--- src/inc/flp_pkg.sv ---
/*
 * Shared constants and carriers for the flash row program and protect sequencer.
 * Assumes a 50 MHz bus clock and a 16-bit flash address space that ends at the top address.
 */
package flp_pkg;

    // ------------------------------------------------------------------
    // register map, byte addresses on the bus
    // ------------------------------------------------------------------
    localparam logic [7:0] OFS_CTRL    = 8'h00;  // select and high voltage bits
    localparam logic [7:0] OFS_PROTECT = 8'h04;  // protect byte mirror, read only
    localparam logic [7:0] OFS_STATUS  = 8'h08;  // sequence state and sticky refusals
    localparam logic [7:0] OFS_LATCH   = 8'h0C;  // latched address and data

    // ------------------------------------------------------------------
    // field positions
    // ------------------------------------------------------------------
    localparam int CTRL_PGM_BIT   = 0;
    localparam int CTRL_ERASE_BIT = 1;
    localparam int CTRL_MASS_BIT  = 2;
    localparam int CTRL_HV_BIT    = 3;
    localparam int STAT_HVREF_BIT = 4;  // high voltage request refused
    localparam int STAT_WRIGN_BIT = 5;  // flash write ignored
    localparam int STAT_RDY_BIT   = 6;  // array readable
    localparam int STAT_PROT_BIT  = 7;  // latched address lies in protected range

    // ------------------------------------------------------------------
    // reset values and address layout
    // ------------------------------------------------------------------
    localparam logic [3:0]  CTRL_RESET      = 4'h0;
    localparam logic [7:0]  PROTECT_ALL_ONE = 8'hFF;
    localparam logic [1:0]  START_TOP_BITS  = 2'h3;   // address bits 15..14
    localparam logic [5:0]  START_LOW_BITS  = 6'h00;  // address bits 5..0
    localparam logic [15:0] PROTECT_ADDR    = 16'hFFBE;
    localparam int          ROW_LSB         = 5;      // 32-byte rows

    // ------------------------------------------------------------------
    // timing
    // ------------------------------------------------------------------
    localparam int CLK_PERIOD_NS = 20;
    localparam int SELECT_TO_HV_DELAY_NS      = 10000;  // select to high voltage delay
    localparam int HV_TO_WRITE_DELAY_NS      = 5000;   // high voltage to write delay
    localparam int BYTE_WRITE_TIME_NS     = 30000;  // byte write time
    localparam int DESELECT_TO_HV_OFF_DELAY_NS      = 5000;   // deselect to high voltage off delay
    localparam int READ_RECOVERY_TIME_NS      = 1000;   // read recovery time
    localparam int CYC_NVS  = (SELECT_TO_HV_DELAY_NS  + CLK_PERIOD_NS - 1) / CLK_PERIOD_NS;
    localparam int CYC_PGS  = (HV_TO_WRITE_DELAY_NS  + CLK_PERIOD_NS - 1) / CLK_PERIOD_NS;
    localparam int CYC_PROG = (BYTE_WRITE_TIME_NS + CLK_PERIOD_NS - 1) / CLK_PERIOD_NS;
    localparam int CYC_NVH  = (DESELECT_TO_HV_OFF_DELAY_NS  + CLK_PERIOD_NS - 1) / CLK_PERIOD_NS;
    localparam int CYC_BCV  = (READ_RECOVERY_TIME_NS  + CLK_PERIOD_NS - 1) / CLK_PERIOD_NS;
    localparam int CNT_W    = 11;

    // ------------------------------------------------------------------
    // types
    // ------------------------------------------------------------------
    typedef enum logic [2:0] {
        ST_IDLE,
        ST_SELECTED,
        ST_CHECKED,
        ST_LATCHED,
        ST_HV,
        ST_HOLD,
        ST_RECOVER
    } flp_state_e;

    typedef struct packed {
        logic        wr;    // one-cycle cpu write into a flash location
        logic [15:0] addr;
        logic [7:0]  data;
    } flp_mem_wr_s;

    typedef struct packed {
        logic        program_select;       // array configured for program
        logic        erase;     // array configured for erase
        logic        mass;      // mass erase selected
        logic        hv;        // charge pump and high voltage on
        logic        prog_stb;  // one-cycle pulse: program data at addr
        logic [15:0] addr;
        logic [7:0]  data;
    } flp_array_s;

endpackage

--- src/hw/flp_protect_chk.sv ---
/*
 * Protect range check: builds the protect start address and flags a protected target.
 * Assumes the protect byte value is read straight from the array.
 */
`timescale 1ns/1ps
module flp_protect_chk (
    input  wire logic [7:0]  protect_byte_i,  // block protect byte from the array
    input  wire logic [15:0] addr_i,          // address under test
    input  wire logic        test_hv_i,       // test high voltage present on irq pin
    output logic      [15:0] start_o,         // first protected address
    output logic             protected_o      // addr_i may not be programmed or erased
);
    // ------------------------------------------------------------------
    // start address and range compare
    // ------------------------------------------------------------------
    wire logic all_open  = (protect_byte_i == flp_pkg::PROTECT_ALL_ONE);
    wire logic in_range  = (addr_i >= start_o);
    wire logic self_addr = (addr_i == flp_pkg::PROTECT_ADDR);

    // byte to bits 13..6, top two ones, low six zeros
    assign start_o = {flp_pkg::START_TOP_BITS, protect_byte_i, flp_pkg::START_LOW_BITS};
    // low values start below the array so all is covered, 0xFE covers the top region
    // the protect byte itself opens only under test high voltage
    assign protected_o = self_addr ? !test_hv_i : (!all_open && in_range);
endmodule

--- src/hw/flp_row_prog.sv ---
/*
 * Flash row program sequencer with block protection, as a classic Wishbone slave.
 * Assumes cpu flash writes arrive as one-cycle strobes, and that the protect byte
 * and the test high voltage level are supplied by the array and pad logic.
 *
// Summary of operation
// - Programming works one 32-byte aligned row at a time.
// - Program-select configures programming and enables address and data latching.
// - Clear select, wait 5 us, clear high voltage, then 1 us read recovery.
// - High voltage refused when the target lies in the protected range.
// - Protect byte zero protects everything; all ones protects nothing.
// - Any protection blocks the protect byte, protected region and mass erase.
// - Protect byte changes only under test high voltage on the irq pin.
// - Protect start address is 11, protect byte, then six zeros.
// - Low protect values below array start protect the whole array.
// - Value 0xFE protects the top 128-byte region and vectors.
// - Protect byte is changed only by flash programming, never a bus write.
// - Wait or stop during an operation aborts it to standby.
// - Standby drives all flash controls inactive; read mode ignores low power.
// - High voltage settable only with a select bit and correct sequence.
// - Program-select and erase-select never both one.
 */
`timescale 1ns/1ps
module flp_row_prog #(
    parameter int CNT_W = flp_pkg::CNT_W  // width of the delay counter
) (
    input  wire logic               clk_i,           // 50 MHz bus clock
    input  wire logic               rst_i,           // synchronous reset, active high
    input  wire logic               cyc_i,           // wishbone cycle
    input  wire logic               stb_i,           // wishbone strobe
    input  wire logic               we_i,            // wishbone write enable
    input  wire logic [7:0]         adr_i,           // wishbone byte address
    input  wire logic [3:0]         sel_i,           // wishbone byte selects
    input  wire logic [31:0]        dat_i,           // wishbone write data
    output logic      [31:0]        dat_o,           // wishbone read data
    output logic                    ack_o,           // wishbone acknowledge
    input  flp_pkg::flp_mem_wr_s    mem_wr_i,        // cpu write into flash space
    input  wire logic [7:0]         protect_byte_i,  // protect byte held in the array
    input  wire logic               test_hv_i,       // test high voltage on irq pin
    input  wire logic               low_power_i,     // wait or stop entered
    output flp_pkg::flp_array_s     array_o,         // controls to the flash array
    output logic                    read_ready_o     // array readable
);
    // ------------------------------------------------------------------
    // state
    // ------------------------------------------------------------------
    flp_pkg::flp_state_e state;
    flp_pkg::flp_state_e next_state;
    logic             program_select;
    logic             erase;
    logic             mass;
    logic             hv;
    logic             hv_refused;
    logic             wr_ignored;
    logic [15:0]      latch_addr;
    logic [7:0]       latch_data;
    logic [CNT_W-1:0] cnt;
    logic [CNT_W-1:0] next_cnt;
    logic             prog_stb;
    logic             ack;
    logic [31:0]      rdata;

    // ------------------------------------------------------------------
    // bus decode
    // ------------------------------------------------------------------
    wire logic req      = cyc_i && stb_i && !ack;
    wire logic wr_lane  = sel_i[0];
    wire logic hit_ctrl = (adr_i == flp_pkg::OFS_CTRL);
    wire logic hit_prot = (adr_i == flp_pkg::OFS_PROTECT);
    wire logic hit_stat = (adr_i == flp_pkg::OFS_STATUS);
    wire logic hit_lat  = (adr_i == flp_pkg::OFS_LATCH);
    wire logic ctrl_wr  = req && we_i && wr_lane && hit_ctrl;
    wire logic stat_wr  = req && we_i && wr_lane && hit_stat;
    wire logic prot_rd  = req && !we_i && hit_prot;

    wire logic w_pgm    = dat_i[flp_pkg::CTRL_PGM_BIT];
    wire logic w_erase  = dat_i[flp_pkg::CTRL_ERASE_BIT];
    wire logic w_mass   = dat_i[flp_pkg::CTRL_MASS_BIT];
    wire logic w_hv     = dat_i[flp_pkg::CTRL_HV_BIT];
    wire logic timer_ok = (cnt == '0);

    // ------------------------------------------------------------------
    // protect check on the latched and incoming addresses
    // ------------------------------------------------------------------
    logic tgt_prot;
    logic in_prot;

    flp_protect_chk u_chk_latch (
        .protect_byte_i (protect_byte_i),
        .addr_i         (latch_addr),
        .test_hv_i      (test_hv_i),
        .start_o        (),
        .protected_o    (tgt_prot)
    );

    flp_protect_chk u_chk_wr (
        .protect_byte_i (protect_byte_i),
        .addr_i         (mem_wr_i.addr),
        .test_hv_i      (test_hv_i),
        .start_o        (),
        .protected_o    (in_prot)
    );

    // ------------------------------------------------------------------
    // sequence decisions
    // ------------------------------------------------------------------
    wire logic active    = (state != flp_pkg::ST_IDLE) && (state != flp_pkg::ST_RECOVER);
    wire logic abort     = low_power_i && active;
    // select is taken only from idle and never together with the other select
    wire logic sel_pgm   = ctrl_wr && w_pgm && !w_erase && !erase && (state == flp_pkg::ST_IDLE);
    wire logic sel_erase = ctrl_wr && w_erase && !w_pgm && !program_select && (state == flp_pkg::ST_IDLE);
    wire logic mass_ok   = !w_mass || (protect_byte_i == flp_pkg::PROTECT_ALL_ONE);
    // high voltage needs a select, a latched target past its delay, and no protection
    wire logic hv_set    = ctrl_wr && w_hv && !hv && (program_select || erase)
                           && (state == flp_pkg::ST_LATCHED) && timer_ok && !tgt_prot && !(mass && !mass_ok);
    wire logic hv_req_bad = ctrl_wr && w_hv && !hv && !hv_set;
    // high voltage may drop only after deselect and its hold time
    wire logic hv_clr    = ctrl_wr && !w_hv && hv && (state == flp_pkg::ST_HOLD) && timer_ok;
    // the latching write must follow the protect read
    wire logic latch_wr  = mem_wr_i.wr && (state == flp_pkg::ST_CHECKED);
    // a program write stays in the latched row, after the timers, outside protection
    wire logic same_row  = (mem_wr_i.addr[15:flp_pkg::ROW_LSB] == latch_addr[15:flp_pkg::ROW_LSB]);
    wire logic prog_wr   = mem_wr_i.wr && program_select && hv && (state == flp_pkg::ST_HV)
                           && timer_ok && same_row && !in_prot;
    // any other write during a sequence is dropped; plain writes never alter the array
    wire logic wr_bad    = mem_wr_i.wr && active && !latch_wr && !prog_wr;
    // deselect loses to a program write in the same cycle
    wire logic desel     = ctrl_wr && !w_pgm && !w_erase && (program_select || erase) && !prog_wr;

    // ------------------------------------------------------------------
    // next state and delay counter
    // ------------------------------------------------------------------
    always_comb begin
        next_state = state;
        next_cnt   = timer_ok ? cnt : cnt - CNT_W'(1);
        case (state)
            flp_pkg::ST_IDLE: begin
                if (sel_pgm || sel_erase) begin
                    next_state = flp_pkg::ST_SELECTED;
                end
            end
            flp_pkg::ST_SELECTED: begin
                if (prot_rd) begin
                    next_state = flp_pkg::ST_CHECKED;
                end
            end
            flp_pkg::ST_CHECKED: begin
                if (latch_wr) begin
                    next_state = flp_pkg::ST_LATCHED;
                    next_cnt   = CNT_W'(flp_pkg::CYC_NVS);
                end
            end
            flp_pkg::ST_LATCHED: begin
                if (hv_set) begin
                    next_state = flp_pkg::ST_HV;
                    next_cnt   = CNT_W'(flp_pkg::CYC_PGS);
                end
            end
            flp_pkg::ST_HV: begin
                if (prog_wr) begin
                    next_cnt = CNT_W'(flp_pkg::CYC_PROG);
                end else if (desel) begin
                    next_state = flp_pkg::ST_HOLD;
                    next_cnt   = CNT_W'(flp_pkg::CYC_NVH);
                end
            end
            flp_pkg::ST_HOLD: begin
                if (hv_clr) begin
                    next_state = flp_pkg::ST_RECOVER;
                    next_cnt   = CNT_W'(flp_pkg::CYC_BCV);
                end
            end
            flp_pkg::ST_RECOVER: begin
                if (timer_ok) begin
                    next_state = flp_pkg::ST_IDLE;
                end
            end
            default: begin
                next_state = flp_pkg::ST_IDLE;
            end
        endcase
        // deselect before high voltage falls back to idle without recovery
        if (desel && state != flp_pkg::ST_HV && state != flp_pkg::ST_HOLD) begin
            next_state = flp_pkg::ST_IDLE;
        end
        if (abort) begin
            next_state = flp_pkg::ST_IDLE;
            next_cnt   = '0;
        end
    end

    // sequence registers
    always_ff @(posedge clk_i) begin
        if (rst_i) begin
            state <= flp_pkg::ST_IDLE;
            cnt   <= '0;
        end else begin
            state <= next_state;
            cnt   <= next_cnt;
        end
    end

    // ------------------------------------------------------------------
    // control bits; standby clears them all
    // ------------------------------------------------------------------
    always_ff @(posedge clk_i) begin
        if (rst_i || abort || next_state == flp_pkg::ST_IDLE) begin
            program_select   <= flp_pkg::CTRL_RESET[flp_pkg::CTRL_PGM_BIT];
            erase <= flp_pkg::CTRL_RESET[flp_pkg::CTRL_ERASE_BIT];
            mass  <= flp_pkg::CTRL_RESET[flp_pkg::CTRL_MASS_BIT];
            hv    <= flp_pkg::CTRL_RESET[flp_pkg::CTRL_HV_BIT];
        end else begin
            if (sel_pgm) begin
                program_select <= 1'b1;
            end
            if (sel_erase) begin
                erase <= 1'b1;
                mass  <= w_mass && mass_ok;
            end
            if (desel) begin
                program_select   <= 1'b0;
                erase <= 1'b0;
                mass  <= 1'b0;
            end
            if (hv_set) begin
                hv <= 1'b1;
            end else if (hv_clr) begin
                hv <= 1'b0;
            end
        end
    end

    // ------------------------------------------------------------------
    // address and data latch, program strobe
    // ------------------------------------------------------------------
    always_ff @(posedge clk_i) begin
        if (rst_i) begin
            latch_addr <= '0;
            latch_data <= '0;
            prog_stb   <= 1'b0;
        end else begin
            prog_stb <= prog_wr && !abort;
            if (latch_wr || prog_wr) begin
                latch_addr <= mem_wr_i.addr;
                latch_data <= mem_wr_i.data;
            end
        end
    end

    // ------------------------------------------------------------------
    // sticky refusals: hardware set wins over software clear
    // ------------------------------------------------------------------
    wire logic clr_hvref = stat_wr && dat_i[flp_pkg::STAT_HVREF_BIT];
    wire logic clr_wrign = stat_wr && dat_i[flp_pkg::STAT_WRIGN_BIT];

    always_ff @(posedge clk_i) begin
        if (rst_i) begin
            hv_refused <= 1'b0;
            wr_ignored <= 1'b0;
        end else begin
            hv_refused <= hv_req_bad || (hv_refused && !clr_hvref);
            wr_ignored <= wr_bad || (wr_ignored && !clr_wrign);
        end
    end

    // ------------------------------------------------------------------
    // read mux and acknowledge
    // ------------------------------------------------------------------
    wire logic [3:0]  ctrl_val = {hv, mass, erase, program_select};
    wire logic [7:0]  stat_val = {tgt_prot, read_ready_o, wr_ignored, hv_refused, 1'b0, state};
    // protect byte is read only on the bus
    assign rdata = hit_ctrl ? {28'h0000000, ctrl_val} :
                   hit_prot ? {24'h000000, protect_byte_i} :
                   hit_stat ? {24'h000000, stat_val} :
                   hit_lat  ? {8'h00, latch_data, latch_addr} :
                   32'h00000000;

    // single-wait-state answer, unmapped reads as zero
    always_ff @(posedge clk_i) begin
        if (rst_i) begin
            ack   <= 1'b0;
            dat_o <= '0;
        end else begin
            ack <= req;
            if (req && !we_i) begin
                dat_o <= rdata;
            end
        end
    end

    // ------------------------------------------------------------------
    // outputs
    // ------------------------------------------------------------------
    assign ack_o            = ack;
    assign read_ready_o     = (state == flp_pkg::ST_IDLE) || (state == flp_pkg::ST_SELECTED)
                              || (state == flp_pkg::ST_CHECKED);
    assign array_o.program_select      = program_select;
    assign array_o.erase    = erase;
    assign array_o.mass     = mass;
    assign array_o.hv       = hv;
    assign array_o.prog_stb = prog_stb;
    assign array_o.addr     = latch_addr;
    assign array_o.data     = latch_data;
endmodule

--- config.mk ---
export PLATFORM = sky130hd
export DESIGN_NAME = flp_row_prog
export DESIGN_NICKNAME = d
export VERILOG_FILES = /design/src/inc/flp_pkg.sv /design/src/hw/flp_protect_chk.sv /design/src/hw/flp_row_prog.sv
export SDC_FILE = /design/constraint.sdc
export NUM_CORES = 1
export LEC_CHECK = 0
export BUFFER_PORTS_ARGS = -buffer_cell sky130_fd_sc_hd__buf_2
export CAP_MARGIN = 40
export CORE_MARGIN = 4
export CORE_UTILIZATION = 38
export DETAILED_ROUTE_END_ITERATION = 8
export HOLD_SLACK_MARGIN = 0.05
export PLACE_DENSITY = 0.74
export SYNTH_ARGS = -nofsm -noshare
export SYNTH_HDL_FRONTEND = slang
export SYNTH_SLANG_ARGS = --single-unit
--- constraint.sdc ---
create_clock -name clk_i -period 7.13 [get_ports clk_i]
set_input_delay 0.713 -clock clk_i [delete_from_list [all_inputs] [get_ports clk_i]]
set_output_delay 0.713 -clock clk_i [all_outputs]
set_load 0.02 [all_outputs]
==> summary.txt <==
Status: finished, final reports clean
Clock sinks: 70
Net Sw Power: 0.0003459 W
Period minus WS final: 2.965 ns
Fin Setup TNS: 0 ns
Fin area: 4855 µm²
Internal: 0.0007061 W
Average vias per placed instance: 5.702
Worst vdd ir: 0.1857 mV
Synth area leaders: dfxtp_1, nor2_1, mux2i_1
CP endpoint kind: flip-flop
Core Util, Final: 0.4702
# diodes: 0
Reg2Reg Launch Point: latch_addr[6]
Die Y: 111.0 µm
Global placement routability congestion: 0.9222
Placed instance area: 4648 µm²
# resized after CTS: 0
Total clock buffers created by CTS: 9
Synth warnings: 0
Area delta synth->final: 20.31%
Multi-input gate area: 2406 µm²
DR vias: 4094
Max Cap Violations: 0
Longest Clk Path Bufs: 2
Global-route wire length before repair: 20.51 mm
Critical Path Start Type: input port
Setup crit start: protect_byte_i[1]
Slowest stage cell, crit path: a2111o_1
Hold Fails Final Rpt: 0
Critical Setup Path Class: input port to flip-flop
Top FF cell, synth: dfxtp_1
Commonest non-fill, non-tap cell in the layout: buf_2
Wirelength per Cell: 17.82 µm
Number of I/O pins: 147
Synthesized instance count: 482
Core Region: 10320 µm²
Post-Syn Area: 4035 µm²
Congestion Overflow GR: 0
CTS clock-pin slew for the worst setup and hold paths: 0.08 ns
Relative max-transition margin: 0.5693
GRT Resource Usage Total: 0.2044
Leak: 2.231 nW
Share of the synthesized area in the top cell type: 0.3473
Layout cells sized above 1: 0.2457
Vias in the first global route: 3945
CTS tree: built
Post-synth EDFFs: 0
Maximum fanout along the worst path: 8
CTS root buffer: clkbuf_8
Final Skew: 0.01409 ns
Synth Area per Inst: 8.372 µm²
Antenna-violating nets left: 0
Seq/Total Area, Yosys: 0.3473
Sw Ratio: 0.3288
Drc violations: 0
Max incr delay on CP: 0.56 ns
Cell accounting for the most synthesized area: dfxtp_1
Power Density: 216.7 nW/µm²
Final slew viol count: 0
Final setup fails: 0
Iter 0 DRT Violations: 269
Fin Hold WS: 0.4608 ns
Reg2reg setup slack: 4.17 ns
Number of library cell types mapped by synthesis: 62
Register bit count reported by yosys: 70
IO Port Bufs: 109
RSZ-0062 raised after global routing: false
H-tree Lvls: 3
Hold_sp: hv_refused
Post-CTS Hold Buffers: 0
Clock Latency Late Sink: 0.36 ns
Worst EP required: 7.35 ns
Detail Placement HPWL: 9.652 mm
Seq pwr share: 0.417
Rows: 37
Die area: 12330 µm²
Commonest non-fill, non-tap cells in the layout: buf_2, nor2_1, dfxtp_1
Worst-Margin Slew: 0.6411 ns
CP Cell Sequence: buf_2, inv_1, ha_1, nor4bb_1, a2111oi_0, o22ai_1, a2111o_1, o211a_1, a21o_1, nor3b_1
Ys async rst share: 0
Initial Util: 0.3909
Filler Cells Inserted: 1062
Drt first pass iters: 5
Crit path arrival time: 3.18 ns
Max Clk Rate: 337.2 MHz
Worst hold path class: flip-flop to flip-flop
Fin nets: 678
Post-CTS Repair Setup Buffers: 0
Comb pwr share: 0.260
Register area: 1401 µm²
Initial antenna violation count: 0
Largest net degree at the start of global routing: 54
Die W: 111.0 µm
Clock Power Share: 0.323
Wirelength, routed: 12.80 mm
Final Cycle Share: 0.4159
power groups by stage:
stage / clock network (W) / registers (W) / logic (W)
floorplan: 0 / 0.000442 / 0.000211
global placement: 0 / 0.000446 / 0.000258
detailed placement: 0 / 0.000447 / 0.000267
CTS: 0.000351 / 0.000438 / 0.000269
global route: 0.000368 / 0.000442 / 0.000299
finish: 0.000340 / 0.000438 / 0.000273
sequential cells by signal, indices dropped and copies added (netlist names):
name,flops
dat_o,24
latch_addr,16
cnt,11
latch_data,8
state,3
ack_o,1
erase,1
hv,1
hv_refused,1
mass,1
prog_stb,1
program_select,1
wr_ignored,1
kinds of logic (layout without fill, tap and decap cells):
kind of cell | Yosys count | after routing | synth area share
other | 1 | 8 | 0.0009293
muxes | 27 | 27 | 0.07628
AOI/OAI and AO/OA | 107 | 107 | 0.1848
xor gates and xnor gates | 16 | 16 | 0.03473
adders and majority gates | 17 | 17 | 0.05271
and+or+nand+nor | 188 | 188 | 0.2375
buffers and inverters | 56 | 149 | 0.06573
DFF | 70 | 70 | 0.3473
final timing paths:
check | to | cells past startpoint
max | cnt[0] | 10
min | hv_refused | 2
max reg2reg | cnt[0] | 9
min reg2reg | hv_refused | 2
layout make-up:
cell class,instances,share of cell area
Inverter,20,0.01546
Timing Repair Buffer,113,0.1227
Tap cell,136,0.03505
Clock buffer,11,0.02912
Multi-Input combinational cell,363,0.4956
Sequential cell,70,0.2887
Clock inverter,5,0.01340
worst max-delay path, delay by kind of cell:
kind	cells	cell delay, ns
compound gates	5	1.68
fa+ha+maj	1	0.29
buf+inv	2	0.20
simple gates	2	0.29
cell usage after synthesis, drive strengths merged (3+ instances only):
master / n
nor2b: 5
nand4bb: 3
o21ai: 15
buf: 18
inv: 20
clkbuf: 18
nor2: 79
nand4: 13
xor2: 5
dfxtp: 70
ha: 17
mux2i: 24
nand2b: 5
o21a: 3
xnor2: 11
nor3: 15
mux4: 3
a211oi: 5
a21o: 4
nor4: 10
nand2: 28
or4: 4
a22oi: 24
a21oi: 21
nand3: 11
a31oi: 6
or2: 3
o221ai: 3
layer usage:
metal,routed length (µm),share of wire,track usage,up-vias
li1,-,-,-,1936
met1,5381,0.42,0.2703,1908
met2,5941,0.46,0.3281,219
met3,1198,0.094,0.05404,31
met4,274,0.021,0.06083,0
met5,0,0,0,-
per-stage QoR:
stage	setup slack, ns	std cells	total power (W)
after floorplan	4.367	489	0.0006526
after global placement	3.718	700	0.0007037
after detailed placement	3.802	702	0.0007138
after CTS	4.173	718	0.001058
after global routing	4.010	718	0.001110
final	4.165	718	0.001052
Power figures use the tool's default switching activity.
